===== src/include/timer2_pkg.sv =====
// constants and types for the second timer control block
package timer2_pkg;
   // register map
   localparam logic [7:0] CFG_ADDR      = 8'h93;
   localparam logic [7:0] COUNT_ADDR    = 8'h94;
   localparam logic [7:0] RELOAD_ADDR   = 8'h98;
   localparam logic [7:0] STATUS_ADDR   = 8'h9c;
   // configuration field positions
   localparam int         RUN_BIT       = 0;
   localparam int         RELOAD_BIT    = 1;
   localparam int         CLKSEL_BIT    = 2;
   localparam int         STEP_BIT      = 3;
   localparam logic [7:0] CFG_RESET     = 8'h00;
   localparam logic [7:0] CFG_WMASK     = 8'h0f;
   // prescale step in long-step mode
   localparam int         LONG_STEP     = 65536;
   localparam int         TIMER_WIDTH   = 32;
   // prescaler state
   typedef enum logic [0:0] {
      PRE_IDLE = 1'b0,
      PRE_RUN  = 1'b1
   } pre_state_t;
endpackage


===== src/include/tick_if.sv =====
// source tick and step tick between prescaler and timer
`timescale 1ns/10ps
interface tick_if;
   logic srcTick;
   logic stepTick;
   logic longStep;
   logic run;
   modport pre (input srcTick, input longStep, input run, output stepTick);
   modport top (output srcTick, output longStep, output run, input stepTick);
endinterface


===== src/hw/timer2_config_control.sv =====
// second timer: configuration register, clock select, counter and reload
//
// Chosen here: the strobed register port.
`timescale 1ns/10ps
// Functional notes
// - step bit picks 65536 or one source clock
// - clock select picks crystal or slow rc
// - reload bit picks whether counting goes on after the reload, which happens in both modes
// - run enable write starts or stops counting
// - manual mode clears run enable on completion
module timer2_config_control #(
   parameter int STEP_DIV = timer2_pkg::LONG_STEP
) (
   input  wire logic        sys_clk,
   input  wire logic        sys_rst,
   input  wire logic [7:0]  regAddr,
   input  wire logic [31:0] regWdata,
   input  wire logic        regWr,
   input  wire logic        regRd,
   output logic      [31:0] regRdata,
   input  wire logic        lowSpeedRcClock,
   input  wire logic        crystalClock,
   output logic             countDone,
   output logic             timerRunning
);
   localparam int TW   = timer2_pkg::TIMER_WIDTH;
   localparam int AW   = 8;
   localparam int DW   = 32;
   localparam int NSRC = 2;

   // hazards a user of this block should know:
   // - a config write in the completion cycle beats the hardware clear
   // - changing the source select may drop or add one tick at the switch
   // - the count is an up counter; completion is the step taken at all ones
   // - the status flag clears on read, but a completion in that cycle keeps it
   // - in long-step mode the prescaler restarts each time run is raised

   // register state and next values
   logic [7:0]      cfg_r;
   logic [7:0]      cfg_nxt;
   logic [TW-1:0]   count_r;
   logic [TW-1:0]   count_nxt;
   logic [TW-1:0]   reload_r;
   logic [TW-1:0]   reload_nxt;
   logic            done_r;
   logic            done_nxt;
   logic            doneSticky_r;
   logic            doneSticky_nxt;
   logic [DW-1:0]   rdata_r;
   logic [DW-1:0]   rdata_nxt;

   // synchronised source edges
   logic [NSRC-1:0] srcPin;
   logic [NSRC-1:0] srcRise;
   logic [NSRC-1:0] srcGated;
   logic            selRise;

   // configuration fields
   logic            runBit;
   logic            autoReload;
   logic            xtalSel;
   logic            longStep;
   logic [7:0]      cfgWrVal;

   // bus decode
   logic            hitCfg;
   logic            hitCount;
   logic            hitReload;
   logic            hitStatus;
   logic            wrCfg;
   logic            wrCount;
   logic            wrReload;
   logic            rdStatus;

   // counter events
   logic            step;
   logic            atTop;
   logic            complete;
   logic            hwClear;
   logic            doneSet;
   logic            doneClr;
   logic [TW-1:0]   countInc;

   // read words
   logic [DW-1:0]   cfgWord;
   logic [DW-1:0]   countWord;
   logic [DW-1:0]   reloadWord;
   logic [DW-1:0]   statusWord;
   logic [DW-1:0]   rdMux;

   tick_if tk ();

   // register address match, shared by write and read decode
   function automatic logic addrHit(input logic [AW-1:0] addr, input logic [AW-1:0] target);
      return addr == target;
   endfunction

   // source pins in select order: index 0 slow rc, index 1 crystal
   assign srcPin[0] = lowSpeedRcClock;
   assign srcPin[1] = crystalClock;

   // one synchroniser per source; selection after the flops avoids glitches
   for (genvar s = 0; s < NSRC; s++) begin : gSrc
      src_sync uSync (
         .sys_clk (sys_clk),
         .sys_rst (sys_rst),
         .srcIn   (srcPin[s]),
         .srcRise (srcRise[s])
      );
      assign srcGated[s] = srcRise[s] & (xtalSel == 1'(s));
   end

   // configuration fields as named wires
   assign runBit     = cfg_r[timer2_pkg::RUN_BIT];
   assign autoReload = cfg_r[timer2_pkg::RELOAD_BIT];
   assign xtalSel    = cfg_r[timer2_pkg::CLKSEL_BIT];
   assign longStep   = cfg_r[timer2_pkg::STEP_BIT];

   // only the selected source can produce a tick
   assign selRise = |srcGated;

   // prescaler controls; it restarts whenever run drops
   assign tk.srcTick  = selRise;
   assign tk.longStep = longStep;
   assign tk.run      = runBit;
   assign step        = tk.stepTick;

   step_prescaler #(.STEP_DIV(STEP_DIV)) uPre (
      .sys_clk (sys_clk),
      .sys_rst (sys_rst),
      .tk      (tk)
   );

   // address decode
   assign hitCfg    = addrHit(regAddr, timer2_pkg::CFG_ADDR);
   assign hitCount  = addrHit(regAddr, timer2_pkg::COUNT_ADDR);
   assign hitReload = addrHit(regAddr, timer2_pkg::RELOAD_ADDR);
   assign hitStatus = addrHit(regAddr, timer2_pkg::STATUS_ADDR);

   // strobe qualification; unmapped addresses do nothing
   assign wrCfg    = regWr & hitCfg;
   assign wrCount  = regWr & hitCount;
   assign wrReload = regWr & hitReload;
   assign rdStatus = regRd & hitStatus;

   // count completes when a step lands on all ones
   assign atTop    = &count_r;
   assign complete = step & atTop;
   assign hwClear  = complete & ~autoReload;
   assign countInc = count_r + 1'b1;

   // writable config bits only; the rest read as zero
   assign cfgWrVal = regWdata[7:0] & timer2_pkg::CFG_WMASK;

   // config next value; a software write beats the hardware clear
   always_comb begin
      cfg_nxt = cfg_r;
      if (hwClear) begin
         cfg_nxt[timer2_pkg::RUN_BIT] = 1'b0;
      end
      if (wrCfg) begin
         cfg_nxt = cfgWrVal;
      end
   end

   // counter next value: reload on completion in either mode
   always_comb begin
      count_nxt = count_r;
      if (wrCount) begin
         count_nxt = regWdata[TW-1:0];
      end else if (complete) begin
         count_nxt = reload_r;
      end else if (step) begin
         count_nxt = countInc;
      end
   end

   // reload value changes only by software
   always_comb begin
      reload_nxt = reload_r;
      if (wrReload) begin
         reload_nxt = regWdata[TW-1:0];
      end
   end

   // done pulse follows completion by one cycle
   assign done_nxt = complete;

   // sticky done events
   assign doneSet = complete;
   assign doneClr = rdStatus;

   // sticky done: set wins over the clearing read
   always_comb begin
      doneSticky_nxt = doneSticky_r;
      if (doneClr) begin
         doneSticky_nxt = 1'b0;
      end
      if (doneSet) begin
         doneSticky_nxt = 1'b1;
      end
   end

   // read words, zero above each field
   assign cfgWord    = {24'h000000, cfg_r};
   assign countWord  = DW'(count_r);
   assign reloadWord = DW'(reload_r);
   assign statusWord = {31'h00000000, doneSticky_r};

   // read select; unmapped addresses read as zero
   assign rdMux = ({DW{hitCfg}}    & cfgWord)    |
                  ({DW{hitCount}}  & countWord)  |
                  ({DW{hitReload}} & reloadWord) |
                  ({DW{hitStatus}} & statusWord);

   // read data stand one cycle after the strobe, zero otherwise
   assign rdata_nxt = regRd ? rdMux : '0;

   // configuration register
   always_ff @(posedge sys_clk or posedge sys_rst) begin
      if (sys_rst) begin
         cfg_r <= timer2_pkg::CFG_RESET;
      end else begin
         cfg_r <= cfg_nxt;
      end
   end

   // count register
   always_ff @(posedge sys_clk or posedge sys_rst) begin
      if (sys_rst) begin
         count_r <= '0;
      end else begin
         count_r <= count_nxt;
      end
   end

   // reload register
   always_ff @(posedge sys_clk or posedge sys_rst) begin
      if (sys_rst) begin
         reload_r <= '0;
      end else begin
         reload_r <= reload_nxt;
      end
   end

   // done pulse register
   always_ff @(posedge sys_clk or posedge sys_rst) begin
      if (sys_rst) begin
         done_r <= 1'b0;
      end else begin
         done_r <= done_nxt;
      end
   end

   // sticky done flag
   always_ff @(posedge sys_clk or posedge sys_rst) begin
      if (sys_rst) begin
         doneSticky_r <= 1'b0;
      end else begin
         doneSticky_r <= doneSticky_nxt;
      end
   end

   // read data register
   always_ff @(posedge sys_clk or posedge sys_rst) begin
      if (sys_rst) begin
         rdata_r <= '0;
      end else begin
         rdata_r <= rdata_nxt;
      end
   end

   // outputs straight from flops
   assign regRdata     = rdata_r;
   assign countDone    = done_r;
   assign timerRunning = runBit;
endmodule // timer2_config_control


===== src/hw/src_sync.sv =====
// two-flop synchroniser and edge detector for one timer clock source
`timescale 1ns/10ps
module src_sync (
   input  wire logic sys_clk,
   input  wire logic sys_rst,
   input  wire logic srcIn,
   output logic      srcRise
);
   logic meta_r;
   logic sync_r;
   logic last_r;

   // two flops, then edge detect on the second only
   always_ff @(posedge sys_clk or posedge sys_rst) begin
      if (sys_rst) begin
         meta_r <= 1'b0;
         sync_r <= 1'b0;
         last_r <= 1'b0;
      end else begin
         meta_r <= srcIn;
         sync_r <= meta_r;
         last_r <= sync_r;
      end
   end

   assign srcRise = sync_r & ~last_r;
endmodule // src_sync


===== src/hw/step_prescaler.sv =====
// prescaler: one step per source tick or per LONG_STEP ticks
`timescale 1ns/10ps
module step_prescaler #(
   parameter int STEP_DIV = timer2_pkg::LONG_STEP
) (
   input  wire logic sys_clk,
   input  wire logic sys_rst,
   tick_if.pre       tk
);
   localparam int CW = $clog2(STEP_DIV);
   logic [CW-1:0]          cnt_r;
   timer2_pkg::pre_state_t state_r;
   logic                   wrap;

   assign wrap = (cnt_r == CW'(STEP_DIV - 1));
   // long mode waits for a wrap, short mode passes each tick
   assign tk.stepTick = tk.srcTick & tk.run & (~tk.longStep | wrap);

   // count source ticks while running; restart when stopped
   always_ff @(posedge sys_clk or posedge sys_rst) begin
      if (sys_rst) begin
         cnt_r   <= '0;
         state_r <= timer2_pkg::PRE_IDLE;
      end else begin
         case (state_r)
            timer2_pkg::PRE_IDLE: begin
               cnt_r <= '0;
               // a tick in the cycle run rises still counts
               if (tk.run) begin
                  state_r <= timer2_pkg::PRE_RUN;
                  if (tk.srcTick) cnt_r <= wrap ? '0 : cnt_r + 1'b1;
               end
            end
            timer2_pkg::PRE_RUN: begin
               // enter idle with a clean count so a restart starts from zero
               if (!tk.run) begin
                  state_r <= timer2_pkg::PRE_IDLE;
                  cnt_r   <= '0;
               end else if (tk.srcTick) begin
                  cnt_r <= wrap ? '0 : cnt_r + 1'b1;
               end
            end
            default: state_r <= timer2_pkg::PRE_IDLE;
         endcase
      end
   end
endmodule // step_prescaler


===== config.mk =====
export PLATFORM = sky130hd
export DESIGN_NAME = timer2_config_control
export DESIGN_NICKNAME = d
export VERILOG_FILES = /design/src/include/timer2_pkg.sv /design/src/include/tick_if.sv /design/src/hw/timer2_config_control.sv /design/src/hw/src_sync.sv /design/src/hw/step_prescaler.sv
export SDC_FILE = /design/constraint.sdc
export NUM_CORES = 1
export LEC_CHECK = 0
export ABC_AREA = 1
export BUFFER_PORTS_ARGS = -buffer_cell sky130_fd_sc_hd__buf_4
export CAP_MARGIN = 20
export CORE_MARGIN = 4
export CORE_UTILIZATION = 55
export CTS_CLUSTER_SIZE = 24
export DETAILED_ROUTE_END_ITERATION = 16
export PLACE_DENSITY = 0.76
export SYNTH_ARGS = -nofsm -noshare
export SYNTH_HDL_FRONTEND = slang
export SYNTH_SLANG_ARGS = --single-unit

===== constraint.sdc =====
create_clock -name sys_clk -period 5.7 [get_ports sys_clk]
set_input_delay 0.57 -clock sys_clk [delete_from_list [all_inputs] [get_ports sys_clk]]
set_output_delay 0.57 -clock sys_clk [all_outputs]
set_load 0.005 [all_outputs]

==> results.toml <==
[outcome]
run_status = "finished, final reports clean"

[critical_path]
r2r.worst_path.cells = 11
path_class = "reg -> reg"
path_max_fanout = 17
crit_end = "countWord[0]"
r2r_end = "countWord[0]"
worstPathRequired_ns = 6.01
startpoint = "uPre.cnt_r[0]"
r2r_start = "uPre.cnt_r[0]"
reg2reg_slack_ns = 3.14
cp_data_arrival_time_ns = 2.87
cp-end-kind = "flop"
critPathLaunchType = "flop"

[clock_tree]
clock-sinks = 125
cts_buffers = 17
cts-hold-fix-buffers = 0
htree_levels = 4
clock_tree.root_cell = "clkbuf_16"
cts-resized-gates = 0
cts_setup_buffers = 0
cts_buffer_depth = 2
clk_pin_slew_worst_paths_ns = 0.05
cts_tree = "yes"
clock_latency_ns = 0.42

[routing]
routed_wl_um = 17100
drt_pass1_iterations = 5
avgRoutedWirePerCell_um = 14.2
drt-initial-drc-count = 522
ant_nets = 0
viasPerCell = 5.14
drc = 0
vias = 6209

[sta]
slew_viol_final = 0
worst_pin_slew_ns = 1.09
fin_tns_setup_ns = 0
final.min_clock_period_ns = 2.56
hold_viol_final = 0
finalSetupViolations = 0
fin_crit_sh_pct = 45.0
grt_setup_unrepaired = "no"
hold_ws_ns = 0.261
slew_headroom_pct = 27.5
worst_clock_skew_ns = 0.00817
fmax_mhz = 390

[yosys]
synth-xor-area-share_pct = 2.77
synthesis.nets = 1002
synth_seq_area_share_pct = 44.9
synth_mux_area_share_pct = 2.43
synth_warnings = 0
syn_inst = 954
synth_area_per_cell_sq_um = 7.30
synth_fa_ha_area_share_pct = 0.359
syn_area_sq_um = 6960
yosys.area_share.simple_pct = 34.0
yosysUniqueCellTypes = 31
synth_compound_area_share_pct = 6.22
ys_ff_latch = 125
synth_top_family_by_area = "simple AND/OR/NAND/NOR gates"

[die]
die_h_um = 121
core.rowCount = 40
initial_utilization_pct = 57.0
die_area_sq_um = 14500
ios = 80
design.core.area_sq_um = 12200
die_w_um = 121

[final_layout]
final_common_cell = "nand2_1"
fill_cells = 1095
area_delta_synth_final_pct = 18.7
final_cell_mix = "341 x nand2_1, 125 x dfrtp_1, 122 x inv_1"
design_area_sq_um = 8260
fin_nets = 1076
layout-drive-gt1-share_pct = 15.3
antennaDiodeCount = 0
post-route-util_pct = 67.7

[power]
p_leak_nw = 4.25
vdd_drop_max_mv = 0.236
power_density_nw_per_um2 = 255
total_power_w = 0.00211

[placed_design]
io_buffers = 79
dp_hpwl_um = 11200
place_area_sq_um = 7620
gp_congestion = 0.914

[global_route]
grt_first_pass_wirelength_um = 28800
track_usage_pct = 24.8
grt_pass1_vias = 6136
grt_max_degree = 78
overflow = 0
antenna_found_initial = 0

[min_path]
hp-class = "in -> reg"

[job]
drv_cap = 0
## where the power goes
group          total (W)  internal, W  switching (W)  leakage (nW)
logic           0.000117    0.0000510      0.0000662          2.34
clock network    0.00104     0.000672       0.000372         0.280
registers       0.000946     0.000916      0.0000300          1.64
total            0.00211      0.00164       0.000469          4.25
## kinds of logic (layout without fill, tap and decap cells)
group / after synthesis / in the layout
DFF: 125 / 125
and+or+nand+nor: 551 / 551
xor gates and xnor gates: 22 / 22
AOI/OAI and AO/OA: 82 / 82
buffers and inverters: 157 / 243
adders and majority gates: 2 / 2
muxes: 15 / 15
## worst max-delay path, cell delays in order, from the launching register on
cell	delay (ns)
dfrtp_1	0.39
ha_1	0.19
nand2_1	0.10
nor2_4	0.13
nand2_2	0.12
o21ai_0	0.24
nand2_1	0.49
buf_4	0.41
nor2_2	0.18
nand2_1	0.08
nand2_1	0.07
nand2_1	0.04
## state kept, by name, indices dropped and copies added (netlist names), 2 cells and up
register           cells
cfg_r                  4
countWord             32
gSrc.uSync.last_r      2
gSrc.uSync.meta_r      2
gSrc.uSync.sync_r      2
regRdata              32
reloadWord            32
uPre.cnt_r            16
## Yosys cell counts
master	count	area (sq um)
a21oi_1	49	245
a22oi_1	1	7.51
a31oi_1	2	12.5
buf_1	2	7.51
buf_2	7	35.0
buf_4	6	45.0
buf_6	4	45.0
clkbuf_1	12	45.0
dfrtp_1	125	3130
ha_1	2	25.0
inv_1	123	462
inv_2	3	11.3
mux2_2	15	169
nand2_1	342	1280
nand2_2	5	31.3
nand2_4	3	33.8
nand3_1	98	490
nand3b_1	8	60.1
nand4_1	3	18.8
nor2_1	68	255
nor2_2	11	68.8
nor2_4	5	56.3
nor2_8	1	20.0
nor3_1	6	30.0
nor3_4	1	16.3
o211ai_1	3	22.5
o21a_1	1	7.51
o21ai_0	20	100
o22ai_1	6	37.5
xnor2_1	9	78.8
xor2_1	13	114
## worst min path at each step
stage / startpoint / end / slack, ns / cells after the start
floorplan: gSrc[0].uSync.meta_r / gSrc[0].uSync.sync_r / 0.33 / 0
global placement: gSrc[1].uSync.meta_r / gSrc[1].uSync.sync_r / 0.33 / 0
detailed placement: gSrc[1].uSync.meta_r / gSrc[1].uSync.sync_r / 0.33 / 0
CTS: crystalClock / gSrc[1].uSync.meta_r / 0.24 / 1
global route: crystalClock / gSrc[1].uSync.meta_r / 0.24 / 1
finish: crystalClock / gSrc[1].uSync.meta_r / 0.26 / 1
## final cells by class
type	count	area, sq um	area share (%)
clock inverters	7	87.6	1.06
repair buffers	86	693	8.39
clock buffers	24	482	5.83
flip-flops and latches	125	3130	37.9
well taps	168	210	2.54
inverters	126	475	5.75
multi-input cells	672	3190	38.6
## layer usage
layer | track usage (%) | share of wire (%)
met3 | 6.55 | 6.4
met4 | 8.29 | 1.3
met1 | 31.7 | 44
met2 | 41.0 | 48
met5 | 0 | 0
## through the flow
step / setup WS, ns / std cells
after floorplan: 1.80 / 954
after global placement: 2.86 / 1174
after detailed placement: 2.82 / 1174
after CTS: 3.17 / 1205
after global routing: 2.83 / 1208
final: 3.14 / 1208
Power figures use the tool's default switching activity.
